$ cat config.mk
export PLATFORM = sky130hd
export DESIGN_NAME = memory_write_cycle_switch
export DESIGN_NICKNAME = d
export VERILOG_FILES = /design/src/shared/mem_write_switch_pkg.sv /design/src/verilog/memory_write_cycle_switch.sv
export SDC_FILE = /design/constraint.sdc
export NUM_CORES = 1
export LEC_CHECK = 0
export ABC_AREA = 1
export BUFFER_PORTS_ARGS = -buffer_cell sky130_fd_sc_hd__clkbuf_2
export CORE_MARGIN = 1.5
export CORE_UTILIZATION = 40
export CTS_CLUSTER_DIAMETER = 40
export DETAILED_ROUTE_END_ITERATION = 12
export SYNTH_ARGS = -nofsm -noshare
export SYNTH_HDL_FRONTEND = slang
export SYNTH_SLANG_ARGS = --single-unit
export TNS_END_PERCENT = 1
$ cat constraint.sdc
create_clock -name ref_clk -period 2 [get_ports ref_clk]
set_input_delay 0.1 -clock ref_clk [delete_from_list [all_inputs] [get_ports ref_clk]]
set_output_delay 0.1 -clock ref_clk [all_outputs]
set_load 0.05 [all_outputs]
$ cat src/shared/mem_write_switch_pkg.sv
// constants and carrier types for the memory write-cycle switch
// assumes one 25 MHz clock; all pin levels arrive as documented (low-true where named _n)
package mem_write_switch_pkg;

  // ****************************************************************
  // widths and clock
  // ****************************************************************
  localparam int unsigned WORD_W   = 64;
  localparam int unsigned BYTES    = 8;
  localparam int unsigned CNT_W    = 8;
  localparam int unsigned CLK_MHZ  = 25;

  // outer half: bits 00-07 and 40-63, inner half: bits 08-39
  localparam logic [63:0] OUTER_MASK = 64'hffff_ff00_0000_00ff;
  localparam logic [63:0] INNER_MASK = 64'h0000_00ff_ffff_ff00;

  // ****************************************************************
  // timing, in ns and in cycles (least times round up)
  // ****************************************************************
  localparam int unsigned T_WRITE_INIT_NS = 75;
  localparam int unsigned T_CAPTURE_NS    = 40;
  localparam int unsigned T_ENABLE_NS     = 100;
  localparam int unsigned T_CYCLE_NS      = 400;
  localparam int unsigned WRITE_INIT_CYC  = (T_WRITE_INIT_NS * CLK_MHZ + 999) / 1000;
  localparam int unsigned CAPTURE_CYC     = (T_CAPTURE_NS * CLK_MHZ + 999) / 1000;
  localparam int unsigned ENABLE_CYC      = (T_ENABLE_NS * CLK_MHZ + 999) / 1000;
  localparam int unsigned CYCLE_CYC       = (T_CYCLE_NS * CLK_MHZ + 999) / 1000;

  // ****************************************************************
  // register port
  // ****************************************************************
  localparam logic [3:0] ADDR_CTRL   = 4'h0;
  localparam logic [3:0] ADDR_STATUS = 4'h1;
  localparam int unsigned CTRL_ENABLE_BIT = 0;
  localparam int unsigned CTRL_CLEAR_BIT  = 1;
  localparam logic        CTRL_ENABLE_RST = 1'b1;

  // logical route codes {a, b}, a 1 being the low pin level
  localparam logic [1:0] ROUTE_CU = 2'b00;
  localparam logic [1:0] ROUTE_CB = 2'b01;
  localparam logic [1:0] ROUTE_IO = 2'b10;
  localparam logic [1:0] ROUTE_PE = 2'b11;

  typedef enum logic [1:0] {SRC_NONE, SRC_CU, SRC_IO, SRC_PE} write_source_t;

  // control pins from the element / control unit, at pin level
  typedef struct packed {
    logic       cycle_initiate_in;
    logic       memory_select_in;
    logic       read_write_select_n;
    logic       route_select_a_n;
    logic       route_select_b_n;
    logic       outer_half_sel_n;
    logic       inner_half_sel_n;
    logic       low_region_protect_n;
    logic       protect_error_clear_n;
    logic [3:0] address_hi_n;
  } ctrl_pins_t;

  // everything that goes to the element memory
  typedef struct packed {
    logic        memory_go_pulse_n;
    logic        outer_half_write_en;
    logic        inner_half_write_en;
    logic [63:0] write_word;
  } mem_out_t;

endpackage : mem_write_switch_pkg

$ cat src/verilog/memory_write_cycle_switch.sv
// write-cycle data switch in front of the element memory
// assumes control and data pins are asynchronous to ref_clk and held through the cycle;
// transfer_active comes from the transfer path on the same clock
// What this block does
// - memory go on writes only with permit set, transfer clear, delayed initiate arrived
// - write permit rests set; a protect violation clears it, blocking that go
// - delayed write initiate follows the timing initiate by about 75 ns
// - the extra initiate delay applies to writes only; reads go at once
// - memory go leaves the block inverted, as a low-true pulse
// - outer enable stores bits 00-07 and 40-63, inner enable bits 08-39
// - both enables together write the whole 64-bit word
// - on element writes a low half-select pin sets its half latch
// - outer latch governs outer enable, inner latch inner enable on element writes
// - control unit or I/O source forces both enables true
// - route code: write 00 cu, 10 io, 11 element; read 01 cb, 10, 11
// - control-unit data takes the same path as element data
// - I/O data goes to the select gates ungated
// - 64 select gates feed the holding latches, each inverting its bit
// - I/O select only for I/O route, write cycle, transfer clear
// - element data gated per half: element select AND that half latch
// - a strobe per byte slice captures the selected data shortly after
// - holding-latch outputs are inverted again so memory stores true data
// - timing initiate comes from memory select and cycle initiate together
// - protect on and address bits 05-08 false: inhibit enables, set error latch
//
// Decided for this implementation: the placing of the registers and strobed register access.
`timescale 1ns/100ps
`default_nettype none

module memory_write_cycle_switch
  import mem_write_switch_pkg::*;
(
  input  wire logic              ref_clk,
  input  wire logic              resetn,
  input  wire ctrl_pins_t        ctrl_pins,
  input  wire logic [63:0]       element_write_bits,
  input  wire logic [63:0]       io_write_bits,
  input  wire logic              transfer_active,
  input  wire logic [3:0]        reg_addr,
  input  wire logic [31:0]       reg_wdata,
  input  wire logic              reg_write,
  input  wire logic              reg_read,
  output logic      [31:0]       reg_rdata,
  output mem_out_t               mem_out,
  output logic                   timing_initiate_pulse,
  output logic                   delayed_write_go,
  output logic                   io_write_select,
  output logic                   element_write_select,
  output logic [7:0]             capture_strobe_pulse,
  output logic                   protect_error
);

  // ****************************************************************
  // pin synchronisers
  // ****************************************************************
  // initiate pins rest low and low-true pins high, so no cycle starts as reset ends
  localparam ctrl_pins_t PINS_IDLE = '{cycle_initiate_in: 1'b0, memory_select_in: 1'b0,
                                       address_hi_n: 4'hf, default: 1'b1};
  ctrl_pins_t  pins_meta;
  ctrl_pins_t  pins;
  logic [63:0] elem_meta;
  logic [63:0] elem_bits;
  logic [63:0] io_meta;
  logic [63:0] io_bits;

  always_ff @(posedge ref_clk or negedge resetn) begin
    if (!resetn) begin
      pins_meta <= PINS_IDLE;
      pins      <= PINS_IDLE;
      elem_meta <= '0;
      elem_bits <= '0;
      io_meta   <= '0;
      io_bits   <= '0;
    end else begin
      pins_meta <= ctrl_pins;
      pins      <= pins_meta;
      elem_meta <= element_write_bits;
      elem_bits <= elem_meta;
      io_meta   <= io_write_bits;
      io_bits   <= io_meta;
    end
  end

  // ****************************************************************
  // register port
  // ****************************************************************
  logic switch_enable;
  logic sw_clear;

  always_ff @(posedge ref_clk or negedge resetn) begin
    if (!resetn) begin
      switch_enable <= CTRL_ENABLE_RST;
    end else if (reg_write && reg_addr == ADDR_CTRL) begin
      switch_enable <= reg_wdata[CTRL_ENABLE_BIT];
    end
  end

  assign sw_clear = reg_write && reg_addr == ADDR_CTRL && reg_wdata[CTRL_CLEAR_BIT];

  // ****************************************************************
  // cycle sequencer
  // ****************************************************************
  typedef enum logic {ST_IDLE, ST_ACTIVE} seq_state_t;

  seq_state_t       state;
  logic [CNT_W-1:0] cnt;
  logic             initiate_seen;
  logic             start;
  logic             last;

  // timing initiate: select and initiate together, rising edge only
  assign start = pins.cycle_initiate_in && pins.memory_select_in &&
                 !initiate_seen && state == ST_IDLE && switch_enable;
  assign last  = state == ST_ACTIVE && cnt == CNT_W'(CYCLE_CYC - 1);

  always_ff @(posedge ref_clk or negedge resetn) begin
    if (!resetn) begin
      initiate_seen <= 1'b0;
    end else begin
      initiate_seen <= pins.cycle_initiate_in && pins.memory_select_in;
    end
  end

  always_ff @(posedge ref_clk or negedge resetn) begin
    if (!resetn) begin
      state <= ST_IDLE;
      cnt   <= '0;
    end else begin
      unique case (state)
        ST_IDLE: begin
          cnt <= '0;
          if (start) begin
            state <= ST_ACTIVE;
          end
        end
        ST_ACTIVE: begin
          cnt <= cnt + CNT_W'(1);
          if (last) begin
            state <= ST_IDLE;
          end
        end
      endcase
    end
  end

  always_ff @(posedge ref_clk or negedge resetn) begin
    if (!resetn) begin
      timing_initiate_pulse <= 1'b0;
    end else begin
      timing_initiate_pulse <= start;
    end
  end

  // ****************************************************************
  // cycle qualifiers, taken at the timing initiate
  // ****************************************************************
  logic          is_write;
  logic          xfer;
  write_source_t source;
  logic [1:0]    route_now;
  write_source_t next_source;

  assign route_now = {!pins.route_select_a_n, !pins.route_select_b_n};

  always_comb begin
    unique case (route_now)
      ROUTE_CU: next_source = SRC_CU;
      ROUTE_IO: next_source = SRC_IO;
      ROUTE_PE: next_source = SRC_PE;
      ROUTE_CB: next_source = SRC_NONE;
    endcase
  end

  always_ff @(posedge ref_clk or negedge resetn) begin
    if (!resetn) begin
      is_write <= 1'b0;
      xfer     <= 1'b0;
      source   <= SRC_NONE;
    end else if (start) begin
      is_write <= pins.read_write_select_n;
      xfer     <= transfer_active;
      source   <= pins.read_write_select_n ? next_source : SRC_NONE;
    end else if (last) begin
      is_write <= 1'b0;
      source   <= SRC_NONE;
    end
  end

  // ****************************************************************
  // half-select latches
  // ****************************************************************
  logic outer_half_latch;
  logic inner_half_latch;

  always_ff @(posedge ref_clk or negedge resetn) begin
    if (!resetn) begin
      outer_half_latch <= 1'b0;
      inner_half_latch <= 1'b0;
    end else if (start && pins.read_write_select_n && next_source == SRC_PE) begin
      outer_half_latch <= !pins.outer_half_sel_n;
      inner_half_latch <= !pins.inner_half_sel_n;
    end else if (start && pins.read_write_select_n && next_source == SRC_CU) begin
      // full words from the control unit open both halves of the shared path
      outer_half_latch <= 1'b1;
      inner_half_latch <= 1'b1;
    end else if (last) begin
      outer_half_latch <= 1'b0;
      inner_half_latch <= 1'b0;
    end
  end

  // ****************************************************************
  // memory protect
  // ****************************************************************
  logic write_permit;
  logic protect_hit;

  assign protect_hit = start && pins.read_write_select_n &&
                       !pins.low_region_protect_n && &pins.address_hi_n;

  always_ff @(posedge ref_clk or negedge resetn) begin
    if (!resetn) begin
      write_permit <= 1'b1;
    end else if (protect_hit) begin
      write_permit <= 1'b0;
    end else if (last) begin
      write_permit <= 1'b1;
    end
  end

  // status only; a new violation wins over a clear in the same cycle
  always_ff @(posedge ref_clk or negedge resetn) begin
    if (!resetn) begin
      protect_error <= 1'b0;
    end else if (protect_hit) begin
      protect_error <= 1'b1;
    end else if (!pins.protect_error_clear_n || sw_clear) begin
      protect_error <= 1'b0;
    end
  end

  // ****************************************************************
  // source select gates and holding latches
  // ****************************************************************
  logic [63:0] gate_mask;
  logic [63:0] select_inv;
  logic [63:0] latched_write_bits;

  always_comb begin
    io_write_select      = source == SRC_IO && is_write && !xfer;
    element_write_select = (source == SRC_PE || source == SRC_CU) && !xfer;
  end

  // element data passes per half; I/O data passes whole and ungated
  assign gate_mask = ({64{element_write_select && outer_half_latch}} & OUTER_MASK) |
                     ({64{element_write_select && inner_half_latch}} & INNER_MASK);
  assign select_inv = io_write_select ? ~io_bits : ~(elem_bits & gate_mask);

  always_ff @(posedge ref_clk or negedge resetn) begin
    if (!resetn) begin
      capture_strobe_pulse <= '0;
    end else begin
      capture_strobe_pulse <= {BYTES{state == ST_ACTIVE && is_write &&
                                     cnt == CNT_W'(CAPTURE_CYC - 1)}};
    end
  end

  for (genvar b = 0; b < BYTES; b++) begin : g_slice
    always_ff @(posedge ref_clk or negedge resetn) begin
      if (!resetn) begin
        latched_write_bits[8*b +: 8] <= '1;
      end else if (capture_strobe_pulse[b]) begin
        latched_write_bits[8*b +: 8] <= select_inv[8*b +: 8];
      end
    end
  end

  always_ff @(posedge ref_clk or negedge resetn) begin
    if (!resetn) begin
      mem_out.write_word <= '0;
    end else begin
      mem_out.write_word <= ~latched_write_bits;
    end
  end

  // ****************************************************************
  // initiate and write enables
  // ****************************************************************
  logic write_go_due;
  logic read_go_due;
  logic write_go;
  logic [CNT_W-1:0] enable_left;

  // writes wait for the protect check; reads go straight after the initiate
  assign write_go_due = state == ST_ACTIVE && is_write &&
                        cnt == CNT_W'(WRITE_INIT_CYC - 1);
  assign read_go_due  = timing_initiate_pulse && !is_write;
  assign write_go     = write_go_due && write_permit && !xfer;

  always_ff @(posedge ref_clk or negedge resetn) begin
    if (!resetn) begin
      delayed_write_go <= 1'b0;
    end else begin
      delayed_write_go <= write_go_due;
    end
  end

  always_ff @(posedge ref_clk or negedge resetn) begin
    if (!resetn) begin
      mem_out.memory_go_pulse_n <= 1'b1;
    end else begin
      mem_out.memory_go_pulse_n <= !(write_go || read_go_due);
    end
  end

  always_ff @(posedge ref_clk or negedge resetn) begin
    if (!resetn) begin
      enable_left <= '0;
    end else if (write_go) begin
      enable_left <= CNT_W'(ENABLE_CYC);
    end else if (enable_left != '0) begin
      enable_left <= enable_left - CNT_W'(1);
    end
  end

  // enables stand from the go pulse for the enable window; a protect hit never opens it
  always_ff @(posedge ref_clk or negedge resetn) begin
    if (!resetn) begin
      mem_out.outer_half_write_en <= 1'b0;
      mem_out.inner_half_write_en <= 1'b0;
    end else if (write_go || (enable_left > CNT_W'(1) && write_permit)) begin
      mem_out.outer_half_write_en <= source == SRC_CU || source == SRC_IO ||
                                     (source == SRC_PE && outer_half_latch);
      mem_out.inner_half_write_en <= source == SRC_CU || source == SRC_IO ||
                                     (source == SRC_PE && inner_half_latch);
    end else begin
      mem_out.outer_half_write_en <= 1'b0;
      mem_out.inner_half_write_en <= 1'b0;
    end
  end
  // both enables high together store all 64 bits at once

  // ****************************************************************
  // register read
  // ****************************************************************
  always_ff @(posedge ref_clk or negedge resetn) begin
    if (!resetn) begin
      reg_rdata <= '0;
    end else if (reg_read && reg_addr == ADDR_CTRL) begin
      reg_rdata <= {31'h0, switch_enable};
    end else if (reg_read && reg_addr == ADDR_STATUS) begin
      reg_rdata <= {26'h0, source, write_permit, outer_half_latch,
                    inner_half_latch, protect_error};
    end else begin
      reg_rdata <= '0;
    end
  end

endmodule : memory_write_cycle_switch

`default_nettype wire

==> reports/qor.yml, run 1 <==
status: "completed"
path_max_fanout: 3
worst_clock_skew_ps: 18.7
finalHoldViolations: 0
fp.coreArea_um2: 35400
wl_um: 29400
vias: 8730
netlist.top_cell.by_area: "dfrtp_1"
min_delay_worst_endpoint: "reg_rdata[2]"
ant_nets: 0
cp_num_buf_inv: 3
cts_root_buf: "clkbuf_16"
setup_viol: 0
gp_congestion: 0.729
drv_slew: 0
die_y_um: 192
setup_tns_ps: 0
irDropWorstVdd_mv: 1.38
power.total_mw: 28.9
required_ps: 1900
clk_pin_slew_ps: 60
grt_use_total_pct: 16.5
yosys-top-cells-area: "dfrtp_1 (63%), dfstp_2 (16%), nand3_1 (5.0%), inv_1 (2.7%), nand2_1 (2.3%)"
min_from: "reg_addr[1]"
mostFrequentLayoutCells: "dfrtp_1 (359), clkbuf_2 (234), dlygate4sd3_1 (153), nand3_1 (142), inv_1 (101)"
post_drt_wl_per_cell_um: 15.0
start_kind: "flip-flop"
grt-ovfl-total: 0
min_path_type: "input port to flip-flop"
r2r_slack_ps: 310
grt_pass1_wl_um: 46900
dp_slack_ps: 317
grt_max_degree: 62
fin_nets: 1650
layout_commonest_cell: "dfrtp_1"
clkLatencyLatePin_ps: 580
r2r-start: "source[0]"
cp_slowest_stage_delay_ps: 360
holdPathStages: 4
synthMuxAreaShare_pct: 0
grt_pass1_vias: 9181
cp_cell_sequence: "inv_1 > ha_1 > o21ai_4 > inv_1 > buf_2"
power.share.sequential_pct: 42.2
postSynthCellCount: 1027
synth_compound_area_share_pct: 3.50
clkPwrFrac_pct: 34.4
reg2reg_to: "latched_write_bits[46]"
switching_share_pct: 33.8
drt_iter0_drc: 271
clock.fmax_mhz: 529
power_leakage_nw: 9.04
p_int_mw: 19.1
cellPowerDensity_nw_per_um2: 1480
cts_sinks: 449
syn_area_um2: 14300
synth-adder-area-share_pct: 1.05
vias_per_cell: 4.44
chipWidth_um: 192
synth.distinct_cells: 32
synth.top_cell.area_share_pct: 63.1
top_level_ports: 294
hold_slack_ps: 73.8
io_buffers: 237
firstDrtPassIters: 4
layout-drive-gt1-share_pct: 31.1
finalWorstSetupSlack_ps: 109
cts_buffers: 55
synth-xor-area-share_pct: 0.0613
synth-seq-cells: 449
seq_area_frac_synth_pct: 79.4
dieArea_um2: 36800
cts_buffer_depth: 3
crit_path_frequent_cell: "inv_1"
htree_levels: 2
antenna_found_initial: 0
maxCapViolations: 0
synth_area_per_cell_um2: 13.9
critPathArrivalTime_ps: 1790
fin_crit_ps: 1890
endpoint_kind: "primary output"
cts_tree: "built"
fin_crit_sh_pct: 94.6
synth_simple_gate_area_share_pct: 9.54
critPathSlowestCell: "dfrtp_1"
critPathTopFamily: "buffers and inverters"
yosys_warnings: 0
start_util_pct: 40.3
max_slew_margin_pct: 61.2
worst-r2r-cell-count: 8
critPathKind: "flip-flop to primary output"
worst_pin_slew_ps: 583
post-route-drc-count: 0
rsz0062_at_grt: "false"
hpwlAfterDp_um: 17300
std_cell_rows: 69
combPwrFrac_pct: 23.5
switching_power_mw: 9.76
areaGrowthSynthToFinish_pct: 36.4
synth_top_family_by_area: "simple AND/OR/NAND/NOR gates"
[worst max path at each step]
stage | startpoint | to | slack, ps | cells past startpoint
finish | source[1] | element_write_select | 110 | 5
global route | source[1] | element_write_select | 10 | 5
CTS | source[1] | element_write_select | 20 | 5
detailed placement | source[0] | latched_write_bits[57] | 320 | 8
global placement | source[0] | latched_write_bits[52] | 380 | 8
floorplan | capture_strobe_pulse[0] | latched_write_bits[1] | 480 | 4
[metrics by stage]
stage / cells / utilization, % / area, um^2
after CTS: 1964 / 55.0 / 19500
after global placement: 1704 / 45.2 / 16000
after floorplan: 1052 / - / 14400
after detailed placement: 1704 / 45.2 / 16000
final: 1965 / 55.0 / 19500
after global routing: 1964 / 55.0 / 19500
[cell type report]
cell class                      count  area, um^2
Timing Repair Buffer              416        3120
Clock buffer                       69        1520
Multi-Input combinational cell    427        2130
Fill cell                        2887       15900
Inverter                          107         402
Antenna cell                        1        2.50
Tap cell                          461         577
Clock inverter                     35         383
Sequential cell                   449       11400
[cells by family after synthesis]
| logic type | count (synthesis) |
|---|---|
| flip-flops | 449 |
| AND/OR/NAND/NOR | 292 |
| buffers and inverters | 176 |
| AO/OA/AOI/OAI | 96 |
| adder cells (fa/ha/maj) | 12 |
| XOR/XNOR | 1 |
| other | 1 |
[per-layer routing]
layer  global-route usage (%)  wire length, um  up-vias
met5                        0                0        -
met4                     7.27              861        0
met3                     3.96             1580       63
met2                     27.9            14900      224
met1                     20.1            12000     4342
li1                         -                -     4101
[worst min-delay path, stage by stage]
cell      delay [ps]
clkbuf_2          80
inv_1             70
nand4_1          260
nor2_1           100
[state kept, by name (all words and copies together), names as in the netlist, 2 cells and up]
signal	cells
source	2
io_bits	64
enable_left	8
mem_out	67
pins_meta	13
latched_write_bits	64
cnt	8
elem_meta	64
pins	13
io_meta	64
reg_rdata	6
elem_bits	64
[timing repair]
| action | in CTS | in global routing |
|---|---|---|
| endpoints found under the hold margin | 519 | 0 |
| pin swaps | 0 | 0 |
| setup endpoints to repair | 1 | 4 |
| gates resized for setup | 0 | 3 |
| buffers inserted | 1 | 0 |
| hold buffers | 154 | 0 |
| gates cloned | 1 | 0 |
[cell usage after synthesis (all sizes together)]
cell,count
clkbuf,6
o21ai,79
inv,107
nand3,144
ha,12
o211ai,1
nand4,12
and3,1
a21oi,13
buf,63
nor2,40
conb,1
nand2,92
nor3,1
dfstp,89
nor4,1
o22ai,2
nand3b,1
dfrtp,360
xor2,1
o21bai,1
[power by group through the flow]
| stage | combinational, mW | sequential (mW) | clock [mW] |
|---|---|---|---|
| floorplan | 2.42 | 14.6 | 0 |
| global placement | 6.42 | 12.3 | 0 |
| detailed placement | 6.53 | 12.3 | 0 |
| CTS | 6.84 | 12.2 | 10.2 |
| global route | 7.34 | 12.4 | 10.6 |
| finish | 6.78 | 12.2 | 9.93 |
No activity file was read; power rests on OpenSTA's default activity.
==> run 2, diff against run 1 <==
CORE_MARGIN = 2   (was 1.5)
==> run 2 against run 1 <==
  * Routed wire length rose by 2.8%
  * Design area increased by 0.58%
  * Worst setup slack got worse by 20 ps
  * Combinational power increased by 2%
  * Critical path depth increased by 3
  * Die area up 1.0%
  * Non-clock buffer count grew 5
  * Via count shrank 0.37%
  * Critical endpoint is now switch_enable
  * Largest cell class unchanged
==> reports/qor.yml, run 2 (same netlist as run 1, synthesis figures left out) <==
status: "completed"
fillCellCount: 2913
worst_pin_slew_ps: 527
hpwlAfterDp_um: 17400
vias: 8698
power_leakage_nw: 9.09
drt_iter0_drc: 253
gp_congestion: 0.756
path_max_fanout: 3
seqCellArea_um2: 11400
combPwrFrac_pct: 23.6
cts_buffer_depth: 3
fp.coreArea_um2: 35400
antenna_found_initial: 0
cts_root_buf: "clkbuf_16"
dieArea_um2: 37200
finalHoldViolations: 0
max_slew_margin_pct: 64.8
power.total_mw: 29.2
fin_nets: 1656
setup_viol: 0
r2r_slack_ps: 100
top_level_ports: 294
maxCapViolations: 0
chipWidth_um: 193
cellPowerDensity_nw_per_um2: 1490
switching_power_mw: 9.85
required_ps: 2510
post_drt_wl_per_cell_um: 15.3
drv_slew: 0
multi_input_area_um2: 2130
grt-ovfl-total: 0
min_path_type: "input port to async pin"
worst_clock_skew_ps: 8.93
die_y_um: 193
rsz0062_at_grt: "true"
post-route-drc-count: 0
critPathArrivalTime_ps: 2420
wl_um: 30200
finalWorstSetupSlack_ps: 89.4
grt_pass1_vias: 8957
io_buffers: 237
start_kind: "input port"
htree_levels: 2
dp.cells: 1706
clkLatencyLatePin_ps: 580
layout-drive-gt1-share_pct: 31.3
layout.cells.non_filler: 1971
irDropWorstVdd_mv: 1.23
ant_nets: 0
fin_crit_ps: 1910
p_int_mw: 19.4
switching_share_pct: 33.7
std_cell_rows: 69
clk_pin_slew_ps: 60
vias_per_cell: 4.41
endpoint_kind: "flip-flop"
grt_pass1_wl_um: 46900
mostFrequentLayoutCells: "dfrtp_1 (359), clkbuf_2 (234), dlygate4sd3_1 (155), nand3_1 (142), inv_1 (101)"
insertedDiodeCount: 0
reg2reg_to: "reg_rdata[0]"
setup_tns_ps: 0
r2r-start: "switch_enable"
power.share.sequential_pct: 41.7
start_util_pct: 40.3
areaGrowthSynthToFinish_pct: 37.2
firstDrtPassIters: 4
critPathKind: "input port to flip-flop"
fin_crit_sh_pct: 95.5
layout_commonest_cell: "dfrtp_1"
dp_slack_ps: 414
clkPwrFrac_pct: 34.7
cts_tree: "built"
worst-r2r-cell-count: 4
grt_max_degree: 59
grt_use_total_pct: 16.5
hold_slack_ps: 71.9
cts_sinks: 449
cts_buffers: 56
clock.fmax_mhz: 523
largest-register: "mem_out"
largest_reg_flops: 67
## run 2: what timing repair did
action	4_1_cts	5_1_grt
gates cloned	2	0
endpoints found under the hold margin	523	0
endpoints found under the setup margin	1	3
hold buffers	156	0
resized for setup	3	3
buffers inserted	1	0
## run 2: cell type report
cell class | count | area share [%]
sequential | 449 | 57.9
timing repair buffer | 421 | 16.3
multi-input combinational | 427 | 10.9
clock buffer | 70 | 7.84
tap | 461 | 2.94
inverter | 107 | 2.07
clock inverter | 36 | 2.02
## run 2: per-stage QoR
| stage | utilization (%) | instance area (um^2) |
|---|---|---|
| 5_1_grt | 55.4 | 19600 |
| 3_5_place_dp | 45.2 | 16000 |
| 6_report | 55.4 | 19600 |
| 2_1_floorplan | - | 14400 |
| 3_3_place_gp | 45.2 | 16000 |
| 4_1_cts | 55.3 | 19600 |
## run 2: critical path, cell delays in order
cell           delay, ps
dlygate4sd3_1        540
clkbuf_2             120
nor3_2               280
nand3_1              140
nor2_1               100
dlygate4sd3_1        550
a21oi_1               40
dlygate4sd3_1        550
## run 2: power groups by stage
stage          clock (mW)  combinational (mW)  sequential, mW
6_report             10.1                6.89            12.2
5_1_grt              10.8                7.46            12.4
4_1_cts              10.4                6.95            12.2
3_5_place_dp            0                6.60            12.3
3_3_place_gp            0                6.48            12.3
2_1_floorplan           0                2.42            14.6
## run 2: how the worst max path moves through the flow
stage                                        from                endpoint  slack (ps)
after CTS                               source[1]    element_write_select          20
after global routing                  reg_addr[0]           switch_enable          -7
after floorplan           capture_strobe_pulse[0]   latched_write_bits[1]         480
after global placement                  source[0]  latched_write_bits[61]         440
after detailed placement                source[1]  latched_write_bits[57]         410
final                                 reg_addr[0]           switch_enable          90
## run 2: per-layer routing
metal,vias up,part of all wire (%),global-route usage (%)
met2,230,51,27.4
li1,4103,-,-
met4,0,2.7,6.85
met1,4307,41,20.9
met5,-,0,0
met3,58,5.7,3.82
==> run 3, diff against run 2 <==
PLACE_DENSITY = 0.71   (was unset)
==> run 3 against run 2 <==
  * Utilization up 0.074 points
  * Clock power rose by 5%
  * Critical path depth stayed put
  * Maximum frequency shrank 1.9%
  * Sequential power about the same
  * Worst setup slack got worse by 38 ps
  * Clock-buffer cell count up 4
  * Global-route usage is 1.5 points higher
  * First-iteration DRC count rose by 10%
  * Routed wire length rose by 7.3%
  * Design area up 0.13%
  * Via count rose by 2.7%
==> reports/qor.yml, run 3 (same netlist as run 1, synthesis figures left out) <==
status: "completed"
clkLatencyLatePin_ps: 590
mostFrequentLayoutCells: "dfrtp_1 (359), clkbuf_2 (235), dlygate4sd3_1 (155), nand3_1 (142), inv_1 (101)"
gp_congestion: 0.786
post-route-drc-count: 0
required_ps: 2510
grt_use_total_pct: 17.9
grt_pass1_wl_um: 50800
fillCellCount: 2786
post-route-cell-area_um2: 19600
power_leakage_nw: 9.10
p_int_mw: 19.6
layout.cells.non_filler: 1970
switching_share_pct: 33.9
r2r-start: "source[0]"
critPathKind: "input port to flip-flop"
worst_clock_skew_ps: 16.1
setup_viol: 0
fp.coreArea_um2: 35400
grt_pass1_vias: 9683
std_cell_rows: 69
cts_root_buf: "clkbuf_16"
irDropWorstVdd_mv: 1.11
areaGrowthSynthToFinish_pct: 37.4
cts_buffer_depth: 3
critPathArrivalTime_ps: 2460
worst-r2r-cell-count: 9
post_drt_wl_per_cell_um: 16.5
ant_nets: 0
power.share.sequential_pct: 41.1
drv_slew: 0
grt_max_degree: 77
combPwrFrac_pct: 23.1
drt_iter0_drc: 279
cts_buffers: 58
cts_tree: "built"
switching_power_mw: 10.1
fin_crit_sh_pct: 97.4
maxCapViolations: 0
vias_per_cell: 4.53
setup_tns_ps: 0
dp_slack_ps: 339
clk_pin_slew_ps: 60
endpoint_kind: "flip-flop"
die_y_um: 193
top_level_ports: 294
layout_commonest_cell: "dfrtp_1"
fin_nets: 1651
hpwlAfterDp_um: 17700
clkPwrFrac_pct: 35.8
clock.fmax_mhz: 513
reg2reg_to: "latched_write_bits[46]"
cts_sinks: 449
post_dp_cell_area_um2: 15900
layout-drive-gt1-share_pct: 31.2
worst_pin_slew_ps: 593
htree_levels: 2
chipWidth_um: 193
path_max_fanout: 3
max_slew_margin_pct: 60.5
start_util_pct: 40.3
r2r_slack_ps: 240
fin_crit_ps: 1950
start_kind: "input port"
firstDrtPassIters: 5
wl_um: 32400
finalHoldViolations: 0
dp.cells: 1700
vias: 8930
io_buffers: 237
finalWorstSetupSlack_ps: 51.5
min_path_type: "input port to async pin"
antenna_found_initial: 1
post-route-util_pct: 55.4
grt-ovfl-total: 0
largest_reg_flops: 67
largest-register: "mem_out"
dieArea_um2: 37200
cellPowerDensity_nw_per_um2: 1510
## run 3: cell count changes in the layout (fill, tap and decap cells not counted), moves of 2 or more
cell / delta
buf_12: -5
buf_4: -2
clkbuf_16: +3
clkinv_2: -3
clkinv_4: +3
clkinvlp_4: -2
diode_2: +2
inv_6: -2
inv_8: +3
## run 3: cell type report
class,instances,area [um^2],area share (%)
Sequential cell,449,11400,57.8
Tap cell,461,577,2.94
Timing Repair Buffer,414,3100,15.8
Multi-Input combinational cell,427,2140,10.9
Clock inverter,36,425,2.17
Inverter,107,407,2.07
Clock buffer,74,1630,8.28
Antenna cell,2,5.00,0.0255
## run 3: through the flow
step                hold slack, ps  total power, mW
detailed placement            90.1             18.9
global route                  79.8             31.2
CTS                           54.4             30.0
floorplan                     -196             17.0
global placement              87.0             18.7
finish                        56.3             29.7
## run 3: power by group through the flow
stage          clock network, mW  logic, mW  registers (mW)
4_1_cts                     10.9       6.90            12.2
2_1_floorplan                  0       2.42            14.6
3_5_place_dp                   0       6.54            12.4
3_3_place_gp                   0       6.40            12.3
6_report                    10.6       6.87            12.2
5_1_grt                     11.3       7.41            12.4
## run 3: routing by layer
metal | track usage, % | wire (um) | vias up
met5 | 0 | 0 | -
met4 | 9.09 | 1370 | 0
met3 | 4.13 | 1880 | 89
met2 | 31.6 | 16900 | 279
met1 | 20.5 | 12200 | 4449
li1 | - | - | 4113
## run 3: critical path: stages
cell           delay, ps
dlygate4sd3_1        540
clkbuf_2             140
nor3_4               220
nand3_1              150
nor2_1               140
dlygate4sd3_1        560
a21oi_1               40
dlygate4sd3_1        560
## run 3: worst max-delay path by stage
stage	start	to	slack, ps
after floorplan	capture_strobe_pulse[0]	latched_write_bits[1]	480
after global placement	source[0]	latched_write_bits[63]	410
after detailed placement	source[1]	latched_write_bits[40]	340
after CTS	capture_strobe_pulse[0]	capture_strobe_pulse[1]	40
after global routing	reg_addr[0]	switch_enable	-20
final	reg_addr[0]	switch_enable	50
## run 3: repair_timing
item / in CTS / in global routing
gates cloned: 2 / 0
gates resized for setup: 2 / 4
setup buffers: 1 / 0
setup endpoints to repair: 1 / 2
hold endpoints to repair: 518 / 0
hold buffers: 155 / 0
